**config.mk**
```make
export PLATFORM = sky130hd
export DESIGN_NAME = hwmul_top
export DESIGN_NICKNAME = d
export VERILOG_FILES = /design/src/verilog/hwmul_pkg.sv /design/src/verilog/hwmul_if.sv /design/src/verilog/hwmul_top.sv /design/src/verilog/hwmul_array.sv
export SDC_FILE = /design/constraint.sdc
export NUM_CORES = 1
export LEC_CHECK = 0
export BUFFER_PORTS_ARGS = -buffer_cell sky130_fd_sc_hd__buf_2
export CAP_MARGIN = 20
export CORE_ASPECT_RATIO = 1.4
export CORE_MARGIN = 2
export CORE_UTILIZATION = 51
export DETAILED_ROUTE_END_ITERATION = 8
export PLACE_DENSITY = 0.77
export SLEW_MARGIN = 0
export SYNTH_ARGS = -nofsm -noshare
export SYNTH_HDL_FRONTEND = slang
export SYNTH_HIERARCHICAL = 1
export SYNTH_SLANG_ARGS = --single-unit
export TNS_END_PERCENT = 10
```
**constraint.sdc**
```tcl
create_clock -name core_clk -period 0.8 [get_ports core_clk]
set_input_delay 0.24 -clock core_clk [delete_from_list [all_inputs] [get_ports core_clk]]
set_output_delay 0.24 -clock core_clk [all_outputs]
set_load 0.01 [all_outputs]
```
**src/verilog/hwmul_pkg.sv**
```systemverilog
// package: widths and reset values for the 8x8 hardware multiplier
`default_nettype none
package hwmul_pkg;
   localparam int HWMUL_OP_W = 8;
   localparam int HWMUL_PROD_W = 2 * HWMUL_OP_W;
   localparam int HWMUL_FLAG_W = 5;
   localparam logic [HWMUL_OP_W-1:0] HWMUL_BYTE_RST = 8'h00;
   localparam logic [HWMUL_FLAG_W-1:0] HWMUL_FLAG_RST = 5'h00;
   localparam logic [HWMUL_PROD_W-1:0] HWMUL_PROD_RST = 16'h0000;
   typedef logic [HWMUL_OP_W-1:0] hwmul_byte_t;
   typedef logic [HWMUL_PROD_W-1:0] hwmul_prod_t;
   typedef logic [HWMUL_FLAG_W-1:0] hwmul_flag_t;
endpackage
`default_nettype wire

```
**src/verilog/hwmul_if.sv**
```systemverilog
// interface: operand pair and product between top and array core
`default_nettype none
interface hwmul_if;
   import hwmul_pkg::*;
   hwmul_byte_t op_a;
   hwmul_byte_t op_b;
   hwmul_prod_t product;
   modport ctrl (output op_a, output op_b, input product);
   modport core (input op_a, input op_b, output product);
endinterface
`default_nettype wire

```
**src/verilog/hwmul_top.sv**
```systemverilog
// top: 8x8 multiplier with product register pair and flag pass-through
// ----------------------------------------------------------------
// Overview of operation
// - one 8x8 multiply completes in a single cycle, no iteration.
// - operands are unsigned; the full 16-bit product is kept.
// - upper product byte goes to high register, lower to low register.
// - a multiply leaves every ALU status flag unchanged.
// - multiply takes working register times addressed file register.
// ----------------------------------------------------------------
`default_nettype none
module hwmul_top (
   // clock and reset
   input wire logic core_clk,
   input wire logic nrst,
   // instruction decode
   input wire logic mul_en,
   input wire hwmul_pkg::hwmul_byte_t working_register,
   input wire hwmul_pkg::hwmul_byte_t file_operand,
   // product register writes from ordinary moves
   input wire logic prod_high_we,
   input wire logic prod_low_we,
   input wire hwmul_pkg::hwmul_byte_t prod_wdata,
   // alu flag update from other instructions
   input wire logic flag_we,
   input wire hwmul_pkg::hwmul_flag_t flag_wdata,
   // register outputs
   output logic [7:0] product_high_byte,
   output logic [7:0] product_low_byte,
   output logic [4:0] alu_flag_register
);
   import hwmul_pkg::*;
   hwmul_if mif ();
   hwmul_byte_t product_high_byte_q;
   hwmul_byte_t product_low_byte_q;
   hwmul_flag_t flag_q;
   hwmul_prod_t prod_d;

   // ----------------------------------------------------------------
   // operand steering and core
   // ----------------------------------------------------------------
   assign mif.op_a = working_register;
   assign mif.op_b = file_operand;
   hwmul_array u_array (
      .mif(mif.core)
   );
   assign prod_d = mif.product;

   // ----------------------------------------------------------------
   // product register pair
   // ----------------------------------------------------------------
   // multiply wins over a move in the same cycle; decode should never issue both
   always_ff @(posedge core_clk or negedge nrst) begin
      if (!nrst) begin
         product_high_byte_q <= HWMUL_BYTE_RST;
      end else if (mul_en) begin
         product_high_byte_q <= prod_d[HWMUL_PROD_W-1:HWMUL_OP_W];
      end else if (prod_high_we) begin
         product_high_byte_q <= prod_wdata;
      end
   end
   always_ff @(posedge core_clk or negedge nrst) begin
      if (!nrst) begin
         product_low_byte_q <= HWMUL_BYTE_RST;
      end else if (mul_en) begin
         product_low_byte_q <= prod_d[HWMUL_OP_W-1:0];
      end else if (prod_low_we) begin
         product_low_byte_q <= prod_wdata;
      end
   end

   // ----------------------------------------------------------------
   // alu flags: multiply never writes them
   // ----------------------------------------------------------------
   always_ff @(posedge core_clk or negedge nrst) begin
      if (!nrst) begin
         flag_q <= HWMUL_FLAG_RST;
      end else if (flag_we && !mul_en) begin
         flag_q <= flag_wdata;
      end
   end

   // registered outputs, visible straight after the writing edge
   assign product_high_byte = product_high_byte_q;
   assign product_low_byte = product_low_byte_q;
   assign alu_flag_register = flag_q;

   // ----------------------------------------------------------------
   // checks
   // ----------------------------------------------------------------
   a_prod_full: assert property (@(posedge core_clk) disable iff (!nrst)
      mul_en |=> {product_high_byte_q, product_low_byte_q} == $past(working_register) * $past(file_operand))
      else $error("product pair does not equal full unsigned product");
   a_prod_high: assert property (@(posedge core_clk) disable iff (!nrst)
      mul_en |=> product_high_byte_q == 8'(({8'h00, $past(working_register)} * {8'h00, $past(file_operand)}) >> 8))
      else $error("high byte wrong after multiply");
   a_one_cycle: assert property (@(posedge core_clk) disable iff (!nrst)
      mul_en ##1 mul_en |=> {product_high_byte_q, product_low_byte_q} == $past(working_register) * $past(file_operand))
      else $error("back to back multiply not single cycle");
   a_flags_kept: assert property (@(posedge core_clk) disable iff (!nrst)
      mul_en |=> $stable(alu_flag_register))
      else $error("multiply changed alu flags");
   a_next_read: assert property (@(posedge core_clk) disable iff (!nrst)
      mul_en |=> product_low_byte == 8'($past(working_register) * $past(file_operand)))
      else $error("product not visible next cycle");
   a_hold_idle: assert property (@(posedge core_clk) disable iff (!nrst)
      !mul_en && !prod_high_we && !prod_low_we |=> $stable({product_high_byte_q, product_low_byte_q}))
      else $error("product changed without a write");

   a_prod_low: assert property (@(posedge core_clk) disable iff (!nrst)
      mul_en |=> product_low_byte_q == 8'($past(working_register) * $past(file_operand)))
      else $error("low byte wrong after multiply");

   a_high_next: assert property (@(posedge core_clk) disable iff (!nrst)
      mul_en |=> product_high_byte == 8'(({8'h00, $past(working_register)} * {8'h00, $past(file_operand)}) >> 8))
      else $error("high byte not visible next cycle");

   a_core_comb: assert property (@(posedge core_clk) disable iff (!nrst)
      mif.product == hwmul_prod_t'(working_register) * hwmul_prod_t'(file_operand))
      else $error("array core product wrong in the same cycle");

   a_zero_factor: assert property (@(posedge core_clk) disable iff (!nrst)
      mul_en && (working_register == HWMUL_BYTE_RST || file_operand == HWMUL_BYTE_RST)
      |=> {product_high_byte_q, product_low_byte_q} == HWMUL_PROD_RST)
      else $error("zero factor gave a nonzero product");

   a_one_factor: assert property (@(posedge core_clk) disable iff (!nrst)
      mul_en && file_operand == 8'h01 |=> product_high_byte_q == HWMUL_BYTE_RST && product_low_byte_q == $past(working_register))
      else $error("unit factor did not pass the other factor");

   a_max_product: assert property (@(posedge core_clk) disable iff (!nrst)
      mul_en && working_register == 8'hff && file_operand == 8'hff |=> {product_high_byte_q, product_low_byte_q} == 16'hfe01)
      else $error("largest product truncated");

   // ----------------------------------------------------------------
   // move and flag checks
   // ----------------------------------------------------------------
   a_high_move: assert property (@(posedge core_clk) disable iff (!nrst)
      !mul_en && prod_high_we |=> product_high_byte_q == $past(prod_wdata))
      else $error("high byte move lost");

   a_low_move: assert property (@(posedge core_clk) disable iff (!nrst)
      !mul_en && prod_low_we |=> product_low_byte_q == $past(prod_wdata))
      else $error("low byte move lost");

   a_move_refused: assert property (@(posedge core_clk) disable iff (!nrst)
      mul_en && (prod_high_we || prod_low_we)
      |=> {product_high_byte_q, product_low_byte_q} == hwmul_prod_t'($past(working_register)) * hwmul_prod_t'($past(file_operand)))
      else $error("move beat a multiply in the same cycle");

   a_high_hold: assert property (@(posedge core_clk) disable iff (!nrst)
      !mul_en && !prod_high_we |=> $stable(product_high_byte_q))
      else $error("high byte changed without a write");

   a_low_hold: assert property (@(posedge core_clk) disable iff (!nrst)
      !mul_en && !prod_low_we |=> $stable(product_low_byte_q))
      else $error("low byte changed without a write");

   a_flag_write: assert property (@(posedge core_clk) disable iff (!nrst)
      flag_we && !mul_en |=> alu_flag_register == $past(flag_wdata))
      else $error("flag write lost");

   a_flag_hold: assert property (@(posedge core_clk) disable iff (!nrst)
      !flag_we |=> $stable(alu_flag_register))
      else $error("flags changed without a write");

   a_flag_refused: assert property (@(posedge core_clk) disable iff (!nrst)
      mul_en && flag_we |=> $stable(alu_flag_register))
      else $error("flag write taken during a multiply");

   a_reset_clear: assert property (@(posedge core_clk)
      !nrst |-> {product_high_byte_q, product_low_byte_q, flag_q} == '0)
      else $error("registers not cleared in reset");

   // ----------------------------------------------------------------
   // check-only shadow of the pair
   // ----------------------------------------------------------------
   // last value written into the pair, so a long idle stretch is held
   // against it without any unbounded repetition
   hwmul_prod_t last_wr_q;
   always_ff @(posedge core_clk or negedge nrst) begin
      if (!nrst) begin
         last_wr_q <= HWMUL_PROD_RST;
      end else if (mul_en) begin
         last_wr_q <= hwmul_prod_t'(working_register) * hwmul_prod_t'(file_operand);
      end else begin
         if (prod_high_we) begin
            last_wr_q[HWMUL_PROD_W-1:HWMUL_OP_W] <= prod_wdata;
         end
         if (prod_low_we) begin
            last_wr_q[HWMUL_OP_W-1:0] <= prod_wdata;
         end
      end
   end

   a_pair_stands: assert property (@(posedge core_clk) disable iff (!nrst)
      {product_high_byte, product_low_byte} == last_wr_q)
      else $error("product pair differs from last written value");

   // ----------------------------------------------------------------
   // coverage
   // ----------------------------------------------------------------
   c_mul: cover property (@(posedge core_clk) disable iff (!nrst) mul_en);
   c_mul_max: cover property (@(posedge core_clk) disable iff (!nrst)
      mul_en && working_register == 8'hff && file_operand == 8'hff);
   c_back2back: cover property (@(posedge core_clk) disable iff (!nrst) mul_en ##1 mul_en);
   c_move_clash: cover property (@(posedge core_clk) disable iff (!nrst)
      mul_en && (prod_high_we || prod_low_we));
   c_flag_clash: cover property (@(posedge core_clk) disable iff (!nrst) mul_en && flag_we);
endmodule
`default_nettype wire

```
**src/verilog/hwmul_array.sv**
```systemverilog
// combinational 8x8 unsigned array multiplier core
`default_nettype none
module hwmul_array (
   // operands and product
   hwmul_if.core mif
);
   import hwmul_pkg::*;
   hwmul_prod_t pp [HWMUL_OP_W];
   // one shifted partial product per multiplier bit, summed in one pass
   genvar gi;
   for (gi = 0; gi < HWMUL_OP_W; gi++) begin : g_pp
      assign pp[gi] = mif.op_b[gi] ? (hwmul_prod_t'(mif.op_a) << gi) : HWMUL_PROD_RST;
   end
   always_comb begin
      hwmul_prod_t acc;
      acc = HWMUL_PROD_RST;
      for (int i = 0; i < HWMUL_OP_W; i++) begin
         acc = acc + pp[i];
      end
      mif.product = acc;
   end
endmodule
`default_nettype wire

```
# After elaboration in Yosys (flattened, before gate mapping)
# Cells that the tools add are included.
[word_totals]
register_bits = 21
inputBits = 35
elab_cells = 26
[op_classes]
n_addsub = 7
mux = 12
reduce_logical = 4
[ops]
columns = ["operator", "n"]
rows = [
  ["adder 16 bit", 3],
  ["two-way mux 8 bit", 5],
  ["adder 16 x 12 -> 16 bit", 1],
  ["adder 16 x 13 -> 16 bit", 1],
  ["adder 16 x 14 -> 16 bit", 1],
  ["adder 16 x 15 -> 16 bit", 1],
  ["two-way mux 15 bit", 1],
  ["two-way mux 14 bit", 1],
  ["two-way mux 13 bit", 1],
  ["two-way mux 12 bit", 1],
  ["two-way mux 11 bit", 1],
  ["two-way mux 10 bit", 1],
  ["two-way mux 9 bit", 1],
  ["nonzero test 2 bit", 2],
  ["logical AND 1 bit", 1],
  ["zero test 1 bit", 1],
]

# Longest topological paths before layout
[logic_depth]
ltp_word = 9
mapped_depth = 22
depth_no_buf = 22

# Hierarchy
# The synthesis kept the hierarchy.
[modules_own_cells]
columns = ["mod", "n_inst", "cells_each", "area_each_um2", "seq_area_each_um2"]
rows = [
  ["hwmul_array", 1, 225, 1980.6, 0.0],
  ["hwmul_top", 1, 80, 924.6, 525.5],
]

# Worst setup path after synthesis
# OpenSTA, ideal clock, no wires.
[synth_path]
path_type = "input -> register"
from = "in file_operand[0]"
to = "reg product_high_byte_q[7] (netlist: product_high_byte[7])"
setup_time_ns = 0.133
arrival_ns = 4.788
t_required_ns = 0.667
path_slack_ns = -4.122
stages = 20
n_path_buf = 0
cell_sequence = "and2_1 ha_1 a211oi_1 nor2_1 o21ai_0 nor2b_1 xor2_1 fa_1 fa_1 fa_1 fa_1 inv_1 ha_1 a21o_1 a2111oi_4 o21ai_2 a21oi_2 xnor2_1 nand2_1 o21ai_0"
[synth_via]
elab_chain_cells = 9
[synth_lines]
columns = ["item", "line", "source"]
rows = [
  ["from (decl)", "hwmul_top.sv:18", "input wire hwmul_pkg::hwmul_byte_t file_operand,"],
  ["two-way mux 8 bit", "hwmul_array.sv:12", "assign pp[gi] = mif.op_b[gi] ? (hwmul_prod_t'(mif.op_a) << gi) : HWMUL_PROD_RST;"],
  ["adder 16 bit (3 in series)", "hwmul_array.sv:18", "acc = acc + pp[i];"],
  ["adder 16 x 12 -> 16 bit", "hwmul_array.sv:18", ""],
  ["adder 16 x 13 -> 16 bit", "hwmul_array.sv:18", ""],
  ["adder 16 x 14 -> 16 bit", "hwmul_array.sv:18", ""],
  ["adder 16 x 15 -> 16 bit", "hwmul_array.sv:18", ""],
  ["named net mif.product[15]", "hwmul_if.sv:7", "hwmul_prod_t product;"],
  ["two-way mux 8 bit", "hwmul_top.sv:55", "end else if (mul_en) begin"],
  ["to (signal assigned)", "hwmul_top.sv:56", "product_high_byte_q <= prod_d[HWMUL_PROD_W-1:HWMUL_OP_W];"],
  ["to (signal assigned)", "hwmul_top.sv:58", "product_high_byte_q <= prod_wdata;"],
  ["to (decl)", "hwmul_top.sv:33", "hwmul_byte_t product_high_byte_q;"],
]
# The timed path passes the listed nets, and every way through them passes these cells.
# A chain may end at the register's enable or synchronous reset.

# Worst setup path in the final report
[layout_path]
from = "in working_register[2]"
to = "reg product_high_byte_q[3] (netlist: product_high_byte[3])"
[layout_via]
elab_chain_cells = 9
word_cells_on_any_way = 16
classes_between = "add/sub (7); mux (9)"
[layout_lines]
columns = ["item", "line", "source"]
rows = [
  ["from (decl)", "hwmul_top.sv:17", "input wire hwmul_pkg::hwmul_byte_t working_register,"],
  ["two-way mux 8 bit or two-way mux 9 bit (tied branches)", "hwmul_array.sv:12", ""],
  ["adder 16 bit (3 in series)", "hwmul_array.sv:18", ""],
  ["adder 16 x 12 -> 16 bit", "hwmul_array.sv:18", ""],
  ["adder 16 x 13 -> 16 bit", "hwmul_array.sv:18", ""],
  ["adder 16 x 14 -> 16 bit", "hwmul_array.sv:18", ""],
  ["adder 16 x 15 -> 16 bit *", "hwmul_array.sv:18", ""],
  ["named net mif.product[11]", "hwmul_if.sv:7", ""],
  ["two-way mux 8 bit *", "hwmul_top.sv:55", ""],
]
# The timed path passes the listed nets; every way through them passes the cells marked *.

==> results.md <==
* Outcome: finished with violations
* Violations in the final reports: hold timing, setup timing
* Number of nets in the layout at 524
* Final non-filler cell total at 488
* Hold/Removal Path Class: in -> async
* Placed Instance Area at 3640 um2
* Critical path arrival at about 4900 ps
* Kind of cell adding the most delay to the critical path: adder cells
* Filler cell count in the final layout at 388
* Final worst-path setup slack at -3910 ps
* PwrDens at 2190 nW/um2
* Buffers added on ports at 55
* Count of antenna-violating nets left after detailed routing at 0
* Endpoints failing hold at 21
* Proportion of layout cells with a drive suffix above 1 at between 30% and 40%
* Post-synthesis simple-gate area fraction at between 10% and 20%
* Final weighted congestion in routability-driven placement at around 0.86
* Setup repair after global routing missed its margin: true
* Final critical path time including I/O delays and setup at 4710 ps
* Total power of the final layout at 0.00857 W
* Tot GR Track Use at a little under a quarter
* CTS tree: yes
* Yosys cell types at 34
* Synthesized net count at about 410
* Startpoint-to-endpoint class of the critical path: in -> reg
* Mux contribution to synthesized area at roughly 7.5%
* Top-level port count at between 50 and 60
* Critical path buffers and inverters at 6
* Worst-case clock skew at 0 ps
* Antenna violations before repair at 0
* Nature of the critical path startpoint: input pin
* Share of synthesized flip-flops with an asynchronous set or reset at 100%
* Maximum number of pins on one net before global-route repair at 33
* Post-route standard cell area excluding fillers at slightly below 4000 um2
* Capturing element type of the critical path: flop
* Clock root buffer: clkbuf_8
* Worst Tran Pin Value at 449 ps
* Tightest hold margin at -87.9 ps
* DP Worst Slack at -4200 ps
* Setup violation total in the final timing report at 35
* Wire length after detailed routing at between 6000 and 7000 um
* TritonCTS Sinks at 21
* Compound-cell area share of the yosys netlist at around a tenth
* Highest achievable clock rate at roughly 0.21 GHz
* Combined area of all synthesized cells at 2910 um2
* Vias per inst at approximately 5.2
* Flops & latches, synth at 21
* Commonest cells after routing, fill and taps aside: buf_4, nand2_1, buf_2, inv_1, fa_1
* Die Span X at between 60 and 70 um
* Detailed Routing Iterations Pass 1 at 5
* Max-slew headroom at between 60% and 70%
* Residual DRC count at 0
* Share of synthesized area occupied by flip-flops and latches at 18.1%
* Die Y at between 90 and 100 um
* Vias in the first global route at approximately 2,600
* Total number of placement rows at 32
* Buffers from clock root to sink, at most at 2
* Most common cell after layout, fill and taps aside: buf_4
* Area of the die at around 6300 um2
* Detailed router's first-iteration violation count at approximately 110
* Fraction of the cycle the final worst path needs at 588%
* Post-synthesis xor/xnor area fraction at 4.22%
* Yosys warns at 6
* Ys flop type: dfrtp_1
* Synthesized area per cell at about 9.5 um2
* Peak supply drop at approximately 1.5 mV
* Crit path max fanout at 3
* Initial Util at a little over half
* Slowest cell delay on critical path at roughly 560 ps
* Global-route congestion overflow total at 0
* Number of max-cap violations at 0
* Max Transition Viols Final at 0
* Leakage power total at roughly 2.1 nW
* Number of levels the H-tree was split into at 1
* Post-synthesis adder-cell area fraction at between 30% and 40%
* Antenna diode count at 0
* CP cell instances: buf_8 > and2_4 > ha_4 > a211oi_2 > nor2_1 > o21ai_1 > nor2b_4 > xor2_2 > fa_1 > fa_2 > inv_2 > fa_2 > inv_2 > fa_1 > inv_1 > ha_1 > a21o_1 > a2111oi_4 > buf_4 > buf_4 > xnor2_1 > nand2_1 > o21ai_0
* Final HPWL from detailed placement at 5500 um
* Clock transition at the registers of the reported paths at approximately 80 ps
* Main combinational cell family by area after synthesis: adder cells
* Core area at 5530 um2
* Slowest CP cell: fa_2
* Total vias in the final route at approximately 2,500
* Global-route wire length before repair at between 10,000 and 15,000 um
* Required arrival time at the worst endpoint at ~1000 ps
* Clock Latency Late Sink at 260 ps
* Post-synth EDFFs at 0
* Instance count of the mapped netlist at slightly above 300
* Area growth from synthesis to layout at 34.9%
* Total CTS buffers at 3
* Routed WL per cell at 14.3 um
* # placed instances at 470
-- cells in the mapped netlist, drive strengths merged (3+ instances only) --
library cell  instances  area share [%]
and2                 33             7.1
ha                   34              15
mux2                  5             1.9
o21ai                20             3.6
xor2                  3            0.90
a21oi                 8             1.6
fa                   34              23
buf                   4            0.86
nor2                  6            0.78
a21o                  5             1.3
nand2                50             6.5
xnor2                11             3.3
inv                  37             4.8
mux2i                16             5.5
dfrtp                21              18
-- layout make-up --
type	count	area (um2)	share of cell area, %
Sequential cell	21	526	13.4
Clock buffer	3	41.3	1.05
Multi-Input combinational cell	242	2350	59.9
Clock inverter	1	5.00	0.128
Inverter	37	139	3.54
Tap cell	68	85.1	2.17
Timing Repair Buffer	116	777	19.8
-- metrics by stage --
step                hold slack, ps  setup TNS (ps)  util, %
detailed placement             212          -47920     65.8
global placement               202          -46670     65.8
CTS                          -71.0          -46760     69.2
floorplan                    -55.6          -41240        -
global route                 -53.5          -50950     70.9
finish                       -87.9          -47990     70.9
-- report_power, final --
| group | switching [W] | internal [W] | total [W] |
|---|---|---|---|
| Sequential | 0.000192 | 0.00139 | 0.00159 |
| Clock | 0.000372 | 0.000348 | 0.000720 |
| Combinational | 0.00306 | 0.00321 | 0.00626 |
| Total | 0.00362 | 0.00495 | 0.00857 |
-- cells by family after synthesis --
group           after synthesis
mux                          21
buf+inv                      42
simple gates                 98
flops                        21
fa+ha+maj                    68
compound gates               41
xor+xnor                     14
-- registers in the layout, indices dropped and copies added (netlist names) --
| signal | cells |
|---|---|
| product_low_byte | 8 |
| product_high_byte | 8 |
| alu_flag_register | 5 |
-- worst paths after layout --
path | slack, ps | from | to | cells past startpoint
max in group asynchronous | 580 | nrst | product_low_byte[5] | 1
min in group core_clk | 190 | flag_wdata[2] | alu_flag_register[2] | 2
min reg2reg | 490 | alu_flag_register[2] | alu_flag_register[2] | 1
max | -3910 | working_register[2] | product_high_byte[3] | 23
min | -90 | nrst | product_high_byte[5] | 1
max reg2reg | -10 | product_high_byte[1] | product_high_byte[1] | 2
-- per-layer routing --
| layer | wire length [um] | share of wire, % | vias to the layer above | GRT usage (%) |
|---|---|---|---|---|
| met2 | 3830 | 55 | 63 | 42.5 |
| li1 | - | - | 1221 | - |
| met5 | 0 | 0 | - | 0 |
| met1 | 2810 | 40 | 1241 | 27.8 |
| met3 | 226 | 3.2 | 10 | 1.93 |
| met4 | 91 | 1.3 | 0 | 5.17 |
-- repair_timing --
action,4_1_cts,5_1_grt
endpoints found under the hold margin,21,21
gates cloned,0,0
resized for setup,15,17
buffers inserted,11,4
setup endpoints to repair,36,38
pin swaps,19,16
Power figures use the tool's default switching activity.
